$ cat src/rtl/cbw_pkg.sv
package cbw_pkg;

  // ------------------------------------------------------------
  // timing base
  // ------------------------------------------------------------
  localparam int unsigned CLK_PERIOD_NS = 25;
  localparam int unsigned TICK_TIME_NS  = 62_500_000;
  localparam int unsigned TICK_CYCLES_DFLT = TICK_TIME_NS / CLK_PERIOD_NS;
  localparam int unsigned TICK_CNT_W = 22;

  // ------------------------------------------------------------
  // tick counts (one tick is 62.5 ms)
  // ------------------------------------------------------------
  localparam logic [3:0] SEC_LAST_TICK  = 4'hF;
  localparam logic [2:0] HALF_LAST_TICK = 3'h7;
  localparam logic [9:0] WIN_LAST_TICK  = 10'h3BF;
  localparam logic [9:0] DUTY_STEP_TICKS = 10'h078;
  localparam logic [15:0] TIMEOUT_STEP_MIN = 16'h0078;

  // ------------------------------------------------------------
  // field codes and cell groups
  // ------------------------------------------------------------
  localparam int unsigned CELLS = 12;
  localparam logic [2:0]  PRESCALE_OFF = 3'h0;
  localparam logic [3:0]  COUNT_ZERO   = 4'h0;
  localparam logic [7:0]  TIMEOUT_ZERO = 8'h00;
  localparam logic [11:0] ODD_CELLS    = 12'h555;
  localparam logic [11:0] EVEN_CELLS   = 12'hAAA;
  localparam logic [11:0] ALL_OFF      = 12'h000;

  typedef enum logic [1:0] {
    DIS_IDLE = 2'b00,
    DIS_ON   = 2'b01,
    DIS_OFF  = 2'b11
  } dis_state_type;

  // seconds per watchdog step, one less than the step
  function automatic logic [8:0] step_last_sec(input logic [2:0] code);
    unique case (code)
      3'h1:    step_last_sec = 9'h000;
      3'h2:    step_last_sec = 9'h003;
      3'h3:    step_last_sec = 9'h00F;
      3'h4:    step_last_sec = 9'h03F;
      3'h5:    step_last_sec = 9'h07F;
      default: step_last_sec = 9'h0FF;
    endcase
  endfunction : step_last_sec

  // on-time in ticks, clipped to leave the final off tick
  function automatic logic [9:0] on_ticks(input logic [2:0] duty);
    logic [9:0] t;
    t = 10'(({7'h00, duty} + 10'h001) * DUTY_STEP_TICKS);
    on_ticks = (t > WIN_LAST_TICK) ? WIN_LAST_TICK : t;
  endfunction : on_ticks

endpackage : cbw_pkg

$ cat src/rtl/tick_if.sv
`timescale 1ns/1ps
interface tick_if;
  logic tick;
  logic restart;
  modport src (output tick, input restart);
  modport snk (input tick, output restart);
endinterface : tick_if

$ cat src/rtl/tick_gen.sv
`timescale 1ns/1ps
module tick_gen
  import cbw_pkg::*;
#(
  parameter int unsigned PERIOD = TICK_CYCLES_DFLT
) (
  input  wire logic clk_in,
  input  wire logic sys_rst_in,
  tick_if.src       tk
);

  logic [TICK_CNT_W-1:0] cnt_r;
  logic                  tick_r;
  localparam logic [TICK_CNT_W-1:0] LAST = TICK_CNT_W'(PERIOD - 1);

  assign tk.tick = tick_r;

  // restart realigns the tick so periods count from a host action
  always_ff @(posedge clk_in) begin
    if (sys_rst_in || tk.restart) begin
      cnt_r  <= '0;
      tick_r <= 1'b0;
    end else if (cnt_r == LAST) begin
      cnt_r  <= '0;
      tick_r <= 1'b1;
    end else begin
      cnt_r  <= cnt_r + 1'b1;
      tick_r <= 1'b0;
    end
  end

endmodule : tick_gen

$ cat src/rtl/cell_balance_watchdog_discharge.sv
// Notes on behaviour
// - watchdog expiry turns every balancing switch off
// - expiry gates outputs, stored enable pattern kept
// - prescale code picks step period, zero disables
// - four-bit countdown, one step per period
// - expired stays off until disabled or reloaded
// - timer-output bit drives pin three while counting
// - discharge starts on enable with nonzero timeout
// - discharge entry clears the watchdog countdown
// - discharge switches follow the discharge select
// - discharge entry starts the timeout countdown
// - heartbeat counts at 2 Hz, wraps after F
// - pin three high while discharge runs
// - alternate one-minute odd and even windows
// - each window ends with at least 62.5 ms off
// - duty code sets on-time in 7.5 s steps
// - timeout code sets duration, 2 h steps
// - clearing enable ends mode, restores normal control
// - zero timeout or elapsed duration ends mode
`timescale 1ns/1ps
module cell_balance_watchdog_discharge
  import cbw_pkg::*;
#(
  parameter int unsigned TICK_CYCLES = TICK_CYCLES_DFLT
) (
  // clock and reset
  input  wire logic              clk_in,
  input  wire logic              sys_rst_in,
  // normal balancing and watchdog control
  input  wire logic [CELLS-1:0]  normal_switch_enable_in,
  input  wire logic [2:0]        watchdog_prescale_in,
  input  wire logic [3:0]        watchdog_countdown_in,
  input  wire logic              watchdog_countdown_wr_in,
  input  wire logic              pin3_timer_output_enable_in,
  // emergency discharge control
  input  wire logic              emergency_discharge_enable_in,
  input  wire logic [CELLS-1:0]  discharge_switch_select_in,
  input  wire logic [7:0]        discharge_timeout_in,
  input  wire logic [2:0]        discharge_duty_window_in,
  // pin three general-purpose setting
  input  wire logic              pin3_gp_level_in,
  input  wire logic              pin3_gp_oe_in,
  // switches and pin
  output logic [CELLS-1:0]       switch_out,
  output logic                   general_pin_three_out,
  output logic                   general_pin_three_oe_out,
  // status
  output logic [3:0]             watchdog_countdown_out,
  output logic                   watchdog_expired_out,
  output logic                   discharge_active_out,
  output logic [3:0]             discharge_heartbeat_out
);

  // ------------------------------------------------------------
  // tick source
  // ------------------------------------------------------------
  tick_if tk ();

  tick_gen #(
    .PERIOD (TICK_CYCLES)
  ) u_tick (
    .clk_in     (clk_in),
    .sys_rst_in (sys_rst_in),
    .tk         (tk)
  );

  // ------------------------------------------------------------
  // working state
  // ------------------------------------------------------------
  logic [3:0]    wd_cnt_r;
  logic [3:0]    sec_tick_r;
  logic [8:0]    step_sec_r;
  dis_state_type dis_state_r;
  logic          dis_done_r;
  logic          odd_phase_r;
  logic [9:0]    win_tick_r;
  logic [15:0]   win_min_r;
  logic [2:0]    half_tick_r;
  logic [3:0]    heartbeat_r;
  logic [CELLS-1:0] switch_r;
  logic          pin3_r;
  logic          pin3_oe_r;
  logic          expired_r;

  logic          wd_write;
  logic          wd_enabled;
  logic          wd_running;
  logic          sec_pulse;
  logic          step_pulse;
  logic          dis_active;
  logic          dis_start;
  logic          dis_stop;
  logic          win_end;
  logic          on_end;
  logic [15:0]   timeout_min;
  logic          wd_gate;
  logic          active_r;
  logic [CELLS-1:0] switch_nxt;
  logic          pin3_nxt;
  logic          pin3_oe_nxt;

  // ------------------------------------------------------------
  // decodes
  // ------------------------------------------------------------
  assign wd_write   = watchdog_countdown_wr_in;
  assign wd_enabled = (watchdog_prescale_in != PRESCALE_OFF);
  assign dis_active = (dis_state_r != DIS_IDLE);
  assign wd_running = wd_enabled && (wd_cnt_r != COUNT_ZERO) && !dis_active;
  // an empty count under a set prescale gates, even before any write
  assign wd_gate    = wd_enabled && (wd_cnt_r == COUNT_ZERO);
  assign sec_pulse  = tk.tick && (sec_tick_r == SEC_LAST_TICK);
  assign step_pulse = sec_pulse
                      && (step_sec_r == step_last_sec(watchdog_prescale_in));

  // limit in minutes: base step plus 2 h per code step
  assign timeout_min = 16'((16'(discharge_timeout_in) + 16'h0001)
                           * TIMEOUT_STEP_MIN);

  assign dis_start = emergency_discharge_enable_in
                     && (discharge_timeout_in != TIMEOUT_ZERO)
                     && !dis_active && !dis_done_r;
  assign dis_stop  = dis_active
                     && (!emergency_discharge_enable_in
                         || (discharge_timeout_in == TIMEOUT_ZERO)
                         || (win_min_r >= timeout_min));
  assign win_end   = tk.tick && (win_tick_r == WIN_LAST_TICK);
  assign on_end    = tk.tick
                     && (win_tick_r == on_ticks(discharge_duty_window_in) - 10'h001);

  // restart the tick so each period counts from the host action
  assign tk.restart = wd_write || dis_start;

  // ------------------------------------------------------------
  // watchdog prescaler
  // ------------------------------------------------------------
  always_ff @(posedge clk_in) begin
    if (sys_rst_in || wd_write || !wd_running) begin
      sec_tick_r <= '0;
      step_sec_r <= '0;
    end else if (tk.tick) begin
      sec_tick_r <= sec_tick_r + 4'h1;
      if (sec_pulse) begin
        step_sec_r <= step_pulse ? 9'h000 : step_sec_r + 9'h001;
      end
    end
  end

  // ------------------------------------------------------------
  // watchdog countdown
  // ------------------------------------------------------------
  // discharge entry wins over a host write in the same cycle
  always_ff @(posedge clk_in) begin
    if (sys_rst_in) begin
      wd_cnt_r <= COUNT_ZERO;
    end else if (dis_start) begin
      wd_cnt_r <= COUNT_ZERO;
    end else if (wd_write) begin
      wd_cnt_r <= watchdog_countdown_in;
    end else if (wd_running && step_pulse) begin
      wd_cnt_r <= wd_cnt_r - 4'h1;
    end
  end

  // ------------------------------------------------------------
  // discharge sequencer
  // ------------------------------------------------------------
  always_ff @(posedge clk_in) begin
    if (sys_rst_in) begin
      dis_state_r <= DIS_IDLE;
    end else if (dis_stop) begin
      dis_state_r <= DIS_IDLE;
    end else begin
      unique case (dis_state_r)
        DIS_IDLE: begin
          if (dis_start) begin
            dis_state_r <= DIS_ON;
          end
        end
        DIS_ON: begin
          if (on_end) begin
            dis_state_r <= DIS_OFF;
          end
        end
        DIS_OFF: begin
          if (win_end) begin
            dis_state_r <= DIS_ON;
          end
        end
        // unused code 2'b10 only comes from an upset; fall back to idle
        default: begin
          dis_state_r <= DIS_IDLE;
        end
      endcase
    end
  end

  // registered mode flag so the status output comes from a flop
  always_ff @(posedge clk_in) begin
    if (sys_rst_in || dis_stop) begin
      active_r <= 1'b0;
    end else if (dis_start) begin
      active_r <= 1'b1;
    end
  end

  // blocks a silent re-entry after a timeout until enable drops
  always_ff @(posedge clk_in) begin
    if (sys_rst_in || !emergency_discharge_enable_in) begin
      dis_done_r <= 1'b0;
    end else if (dis_stop) begin
      dis_done_r <= 1'b1;
    end
  end

  // window position, restarted each window so on-time counts from its start
  always_ff @(posedge clk_in) begin
    if (sys_rst_in || !dis_active) begin
      win_tick_r <= '0;
    end else if (win_end) begin
      win_tick_r <= '0;
    end else if (tk.tick) begin
      win_tick_r <= win_tick_r + 10'h001;
    end
  end

  // cell group; idle parks it on odd so every session opens odd
  always_ff @(posedge clk_in) begin
    if (sys_rst_in || !dis_active) begin
      odd_phase_r <= 1'b1;
    end else if (win_end) begin
      odd_phase_r <= !odd_phase_r;
    end
  end

  // elapsed minutes toward the timeout
  always_ff @(posedge clk_in) begin
    if (sys_rst_in || !dis_active) begin
      win_min_r <= '0;
    end else if (win_end) begin
      win_min_r <= win_min_r + 16'h0001;
    end
  end

  // half-second divider, eight ticks per beat
  always_ff @(posedge clk_in) begin
    if (sys_rst_in || dis_start) begin
      half_tick_r <= '0;
    end else if (dis_active && tk.tick) begin
      half_tick_r <= half_tick_r + 3'h1;
    end
  end

  // heartbeat wraps by itself and holds after exit so a late read still sees it
  always_ff @(posedge clk_in) begin
    if (sys_rst_in || dis_start) begin
      heartbeat_r <= '0;
    end else if (dis_active && tk.tick && (half_tick_r == HALF_LAST_TICK)) begin
      heartbeat_r <= heartbeat_r + 4'h1;
    end
  end

  // ------------------------------------------------------------
  // switch outputs
  // ------------------------------------------------------------
  // stored enable pattern is never touched, only the outputs are gated;
  // a reload lifts the gate one cycle late, in step with the expired flag
  always_comb begin
    if (dis_active && !dis_stop) begin
      if (dis_state_r == DIS_ON && !on_end) begin
        switch_nxt = discharge_switch_select_in
                     & (odd_phase_r ? ODD_CELLS : EVEN_CELLS);
      end else begin
        switch_nxt = ALL_OFF;
      end
    end else if (wd_gate) begin
      switch_nxt = ALL_OFF;
    end else begin
      switch_nxt = normal_switch_enable_in;
    end
  end

  always_ff @(posedge clk_in) begin
    if (sys_rst_in) begin
      switch_r <= ALL_OFF;
    end else begin
      switch_r <= switch_nxt;
    end
  end

  // ------------------------------------------------------------
  // pin three
  // ------------------------------------------------------------
  // either timer takes the pin over from its general-purpose setting
  always_comb begin
    if (dis_active && !dis_stop) begin
      pin3_nxt    = 1'b1;
      pin3_oe_nxt = 1'b1;
    end else if (pin3_timer_output_enable_in && wd_running) begin
      pin3_nxt    = 1'b1;
      pin3_oe_nxt = 1'b1;
    end else begin
      pin3_nxt    = pin3_gp_level_in;
      pin3_oe_nxt = pin3_gp_oe_in;
    end
  end

  always_ff @(posedge clk_in) begin
    if (sys_rst_in) begin
      pin3_r    <= 1'b0;
      pin3_oe_r <= 1'b0;
    end else begin
      pin3_r    <= pin3_nxt;
      pin3_oe_r <= pin3_oe_nxt;
    end
  end

  // ------------------------------------------------------------
  // status
  // ------------------------------------------------------------
  always_ff @(posedge clk_in) begin
    if (sys_rst_in) begin
      expired_r <= 1'b0;
    end else begin
      expired_r <= wd_gate && !dis_active;
    end
  end

  // ------------------------------------------------------------
  // outputs
  // ------------------------------------------------------------
  assign switch_out               = switch_r;
  assign general_pin_three_out    = pin3_r;
  assign general_pin_three_oe_out = pin3_oe_r;
  assign watchdog_countdown_out   = wd_cnt_r;
  assign watchdog_expired_out     = expired_r;
  assign discharge_active_out     = active_r;
  assign discharge_heartbeat_out  = heartbeat_r;

endmodule : cell_balance_watchdog_discharge

$ cat config.mk
export PLATFORM = sky130hd
export DESIGN_NAME = cell_balance_watchdog_discharge
export DESIGN_NICKNAME = d
export VERILOG_FILES = /design/src/rtl/cbw_pkg.sv /design/src/rtl/tick_if.sv /design/src/rtl/tick_gen.sv /design/src/rtl/cell_balance_watchdog_discharge.sv
export SDC_FILE = /design/constraint.sdc
export NUM_CORES = 1
export LEC_CHECK = 0
export BUFFER_PORTS_ARGS = -buffer_cell sky130_fd_sc_hd__buf_2
export CAP_MARGIN = 20
export CORE_ASPECT_RATIO = 2
export CORE_MARGIN = 5
export CORE_UTILIZATION = 50
export CTS_CLUSTER_DIAMETER = 120
export DETAILED_ROUTE_END_ITERATION = 10
export GPL_ROUTABILITY_DRIVEN = 0
export PLACE_DENSITY = 0.7
export SLEW_MARGIN = 20
export SYNTH_ARGS = -nofsm -noshare
export SYNTH_HDL_FRONTEND = slang
export SYNTH_SLANG_ARGS = --single-unit
export TNS_END_PERCENT = 100
$ cat constraint.sdc
create_clock -name clk_in -period 5.6 [get_ports clk_in]
set_input_delay 0 -clock clk_in [delete_from_list [all_inputs] [get_ports clk_in]]
set_output_delay 0 -clock clk_in [all_outputs]
set_load 0.1 [all_outputs]
==> results of run 1 <==
-- layout by cell type, fill, tap and decap left out, drive strengths merged, types with 3 or more instances in the layout --
master / n
dfxtp: 93
nor2: 82
buf: 75
inv: 63
ha: 57
nand2: 54
xor2: 54
nand3: 46
xnor2: 38
dlygate4sd3: 31
nand4: 20
and3: 19
o21ai: 18
a21oi: 16
fa: 13
nor3: 13
clkbuf: 10
nor2b: 8
o21a: 6
mux2i: 6
or2: 6
nor4b: 6
or3: 6
or4: 5
a21o: 5
nor3b: 5
and4: 5
nand2b: 5
o211ai: 3
a2111oi: 3
a31oi: 3
o2111ai: 3
clkinv: 3
-- routing by layer --
layer  global-route usage (%)  part of all wire [%]  vias to the layer above
li1                         -                     -                     2628
met1                     18.8                    35                     2530
met2                     38.8                    59                       91
met3                     2.73                   2.7                       38
met4                     9.49                   3.9                        0
met5                        0                     0                        -
-- through the flow --
step	cell area [um2]	power, uW	cells	setup slack [ns]	utilization (%)
2_1_floorplan	6080	1160	716	0.742	-
3_3_place_gp	6550	1270	916	0.477	54.4
3_5_place_dp	6550	1280	916	0.186	54.4
4_1_cts	7160	1900	963	0.0279	59.4
5_1_grt	7190	2010	964	0.0610	59.6
6_report	7190	1890	964	0.437	59.6
-- sequential cells by signal, summed over array words and instances (netlist names) --
| signal | flops |
|---|---|
| step_sec_r | 9 |
| win_min_r | 16 |
| discharge_heartbeat_out | 4 |
| half_tick_r | 3 |
| general_pin_three_out | 1 |
| odd_phase_r | 1 |
| watchdog_countdown_out | 4 |
| sec_tick_r | 4 |
| win_tick_r | 10 |
| u_tick.tk.tick | 1 |
| dis_done_r | 1 |
| discharge_active_out | 1 |
| watchdog_expired_out | 1 |
| switch_out | 12 |
| general_pin_three_oe_out | 1 |
| dis_state_r | 2 |
| u_tick.cnt_r | 22 |
-- area by class of cell --
class / count / area, um2
Fill cell: 1074 / 4860
Multi-Input combinational cell: 540 / 3920
Sequential cell: 93 / 1860
Timing Repair Buffer: 106 / 693
Clock buffer: 10 / 239
Inverter: 62 / 233
Tap cell: 147 / 184
Clock inverter: 6 / 61.3
-- critical path, delay by kind of cell --
| family | cells | cell delay, ns |
|---|---|---|
| XOR/XNOR | 1 | 0.16 |
| adder cells (fa/ha/maj) | 5 | 1.73 |
| AND/OR/NAND/NOR | 5 | 1.08 |
| AO/OA/AOI/OAI | 7 | 1.28 |
| buffers and inverters | 6 | 1.17 |
-- power by group --
| part | internal (uW) | total (uW) | switching (uW) |
|---|---|---|---|
| clock network | 357 | 604 | 247 |
| registers | 674 | 680 | 6.24 |
| logic | 242 | 605 | 363 |
| total | 1270 | 1890 | 616 |
-- cell usage after synthesis (all sizes together) (5+ instances only) --
cell type and number:
nor2b 8, a21oi 16, nand3 46, ha 57
xor2 54, inv 62, nand2 54, buf 6
nor3 13, a21o 5, fa 13, dfxtp 93
xnor2 38, and4 5, or4 5, o21ai 18
clkbuf 15, or3 6, nand2b 5, o21a 6
nor4b 6, and3 19, or2 6, nor3b 5
nand4 20, mux2i 6, nor2 82
-- what timing repair did --
item	in CTS	in global routing
resized for setup	0	3
setup buffers	0	1
endpoints found under the setup margin	0	12
hold buffers	31	0
endpoints found under the hold margin	19	0
-- path summary, 6_finish.rpt --
| check | from | to | depth (start not counted) |
|---|---|---|---|
| worst max register to register | win_min_r[3] | switch_out[5] | 11 |
| worst min register to register | half_tick_r[1] | half_tick_r[1] | 2 |
| worst max-delay path | discharge_timeout_in[0] | switch_out[5] | 24 |
| worst min-delay path | watchdog_countdown_wr_in | u_tick.tk.tick | 2 |
-- kinds of logic after synthesis --
kind of cell / synth area share [%]
AO/OA/AOI/OAI: 8.50
XOR/XNOR: 13.3
adder cells (fa/ha/maj): 16.3
buffers and inverters: 5.29
flip-flops: 30.6
multiplexers: 1.17
AND/OR/NAND/NOR: 24.8
==> impl_metrics.toml, run 1 <==
[routing]
num_vias = 5287
wl_um = 14000
drt-initial-drc-count = 156
antenna_left = 0
drc = 0
drt-pass1-iter-count = 4
wl_per_cell_um = 14.5
vias_per_cell = 5.48

[power]
peakVddDrop_uv = 164
power.leakage_uw = 0.00315
p_per_area_nw_per_um2 = 263

[sta]
rsz0062_at_grt = "false"
slew_violations = 0
final.setup.tns_ns = 0
hold_violations = 0
fin_hold_ws_ns = 0.0188
fin_skew_ns = 0.00973
worstMarginPinSlew_ns = 0.781
fmax_ghz = 0.194
final.min_clock_period_ns = 5.16
maxSlewHeadroom_pct = 47.5
setup-violations-final = 0
post-route-period-util_pct = 92.2

[setup_path]
worstSetupEndpointType = "register"
r2r_slack_ns = 2.56
crit_slowest_cell = "dlygate4sd3_1"
path_common_cell = "ha_1"
worstPathArrival_ns = 5.44
startpoint_type = "input pin"
critPathMaxStageDelay_ns = 0.58
crit_type = "in -> reg"
cp.required_ns = 5.87
path_cells = "buf_2, inv_1, ha_1, xnor2_1, ha_1, inv_1, fa_1, inv_1, ha_1, a21o_1, a21oi_1, o21ai_0, or4_1, and3_1, a211oi_1, ha_1, a21o_1, nand2_1, o2111ai_1, nor4b_4, buf_4, nand3_1, o21ai_0, dlygate4sd3_1"
cp_max_fo = 13

[flow_run]
drv_cap = 0

[outcome]
outcome = "complete, no violations"

[synth]
yosysTopAreaCellShare_pct = 30.6
netlist_instances = 716
syn_nets = 835
synthArstFlopShare_pct = 0
synth_edf_count = 0
synth_area_leaders = "dfxtp_1, ha_1, xor2_1"
synthFlopType = "dfxtp_1"
synth_top_area_cell = "dfxtp_1"
synth_area_um2 = 6080
syn_avg_cell_area_um2 = 8.49
yosysSeqAreaShare_pct = 30.6
yosysUniqueCellTypes = 62
yosysWarnings = 0
synth_seq_cells = 93

[cts]
cts_buffers = 9
clk_latency_ns = 0.33
clockBufferDepth = 2
h-tree-depth = 3
cts_root_buf = "clkbuf_16"
cts.sink_count = 93
tritoncts = "built"
clkTransAtPathRegs_ns = 0.07

[global_route]
grt_pass1_wl_um = 23600
grt_pass1_vias = 5442
overflow = 0
track_usage_pct = 19.7
grt_max_degree = 23
antenna_found_initial = 0

[die]
initial_utilization_pct = 50.4
rows = 57
io_pins = 73
dieArea_um2 = 14600
die_w_um = 88.0
core_um2 = 12100
die_h_um = 166

[place]
port_buffers = 72
hpwl_um = 11000

[layout]
drive_gt1_share_pct = 13.5
diodes = 0
syn_to_final_growth_pct = 18.3
nets = 931

[worst_hold_path]
hold_class = "in -> reg"
Power figures use the tool's default switching activity.
==> run 2: changes to the inputs <==
- RECOVER_POWER: default -> 25
==> run 2 against run 1 <==
Flip-flop and latch count unchanged. Non-clock buffer count unchanged. Power down 0.19%. Largest power group unchanged. Highest routed layer unchanged.
==> impl_metrics.toml, run 2 (synthesized netlist as in run 1, its figures left out) <==
[sta]
setup-violations-final = 0
post-route-period-util_pct = 91.8
slew_violations = 0
final.setup.tns_ns = 0
fmax_ghz = 0.195
maxSlewHeadroom_pct = 17.9
worstMarginPinSlew_ns = 1.24
fin_skew_ns = 0.00975
final.min_clock_period_ns = 5.14
rsz0062_at_grt = "false"
hold_violations = 0
fin_hold_ws_ns = 0.0188

[setup_path]
reg2reg_depth = 11
path_common_cell = "ha_1"
crit_type = "in -> reg"
crit_slowest_cell = "dlygate4sd3_1"
critPathBufInv = 6
path_delay_family = "adder cells"
cp.depth = 24
r2r_slack_ns = 2.59
cp_max_fo = 13
worstSetupEndpointType = "register"
setup.worst_path.end = "switch_out[5]"
path_cells = "buf_2, inv_1, ha_1, xnor2_1, ha_1, inv_1, fa_1, inv_1, ha_1, a21o_1, a21oi_1, o21ai_0, or4_1, and3_1, a211oi_1, ha_1, a21o_1, nand2_1, o2111ai_1, nor4b_4, buf_4, nand3_1, o21ai_0, dlygate4sd3_1"
cp.required_ns = 5.87
cp-startpoint = "discharge_timeout_in[0]"
r2r-start = "win_min_r[3]"
critPathMaxStageDelay_ns = 0.57
r2r-end = "switch_out[5]"
startpoint_type = "input pin"
worstPathArrival_ns = 5.41

[cts]
cts.sink_count = 93
tritoncts = "built"
clockBufferDepth = 2
h-tree-depth = 3
cts_buffers = 9
clkTransAtPathRegs_ns = 0.07
cts_root_buf = "clkbuf_16"
clk_latency_ns = 0.33

[die]
die_w_um = 88.0
die_h_um = 166
io_pins = 73
dieArea_um2 = 14600
core_um2 = 12100
initial_utilization_pct = 50.4
rows = 57

[routing]
drc = 0
vias_per_cell = 5.48
antenna_left = 0
drt-pass1-iter-count = 4
wl_per_cell_um = 14.5
wl_um = 14000
num_vias = 5284
drt-initial-drc-count = 171

[global_route]
grt_pass1_vias = 5442
grt_pass1_wl_um = 23600
antenna_found_initial = 0
grt_max_degree = 23
track_usage_pct = 19.7
overflow = 0

[layout]
final_common_cell = "dfxtp_1"
syn_to_final_growth_pct = 17.8
top_register = "u_tick.cnt_r"
diodes = 0
drive_gt1_share_pct = 10.4
final_cell_mix = "dfxtp_1, nor2_1, inv_1, ha_1, nand2_1"
largest_reg_flops = 22
nets = 931

[power]
p_total_uw = 1890
power.leakage_uw = 0.00305
peakVddDrop_uv = 162
p_per_area_nw_per_um2 = 263

[place]
hpwl_um = 11000
port_buffers = 72

[outcome]
outcome = "complete, no violations"

[worst_hold_path]
hold_class = "in -> reg"

[flow_run]
drv_cap = 0
run 2: metal layers:
layer | up-vias | global-route usage, % | share of wire (%)
li1 | 2631 | - | -
met3 | 36 | 2.73 | 2.7
met5 | - | 0 | 0
met4 | 0 | 9.49 | 3.5
met2 | 86 | 38.8 | 59
met1 | 2531 | 18.8 | 35
run 2: through the flow:
step / setup WS, ns / area [um2] / util [%] / cells
global placement: 0.477 / 6550 / 54.4 / 916
global route: 0.0610 / 7160 / 59.4 / 964
finish: 0.462 / 7160 / 59.4 / 964
CTS: 0.0279 / 7160 / 59.4 / 963
detailed placement: 0.186 / 6550 / 54.4 / 916
floorplan: 0.742 / 6080 / - / 716
run 2: worst min path at each step:
stage	startpoint	to	slack (ns)	cells past startpoint
4_1_cts	sys_rst_in	dis_done_r	0.0009	2
3_3_place_gp	normal_switch_enable_in[1]	switch_out[1]	0.20	3
5_1_grt	watchdog_countdown_wr_in	u_tick.tk.tick	0.03	2
3_5_place_dp	normal_switch_enable_in[6]	switch_out[6]	0.20	3
2_1_floorplan	normal_switch_enable_in[0]	switch_out[0]	0.11	2
6_report	watchdog_countdown_wr_in	u_tick.tk.tick	0.02	2
run 2: power breakdown:
group          switching, uW  internal [uW]  leakage [uW]
clock                    247            357      0.000149
sequential              6.67            674      0.000753
combinational            362            238       0.00215
total                    616           1270       0.00305
run 2: area by class of cell:
cell class | instances | area (um2)
clock inverters | 6 | 61.3
inverters | 62 | 233
repair buffers | 106 | 663
multi-input cells | 540 | 3920
flip-flops and latches | 93 | 1860
clock buffers | 10 | 239
fillers | 1085 | 4890
well taps | 147 | 184
run 2: repair_timing:
item / in CTS / in global routing
hold endpoints to repair: 19 / 0
hold buffers: 31 / 0
gates resized for setup: 0 / 3
setup endpoints to repair: 0 / 12
setup buffers: 0 / 1
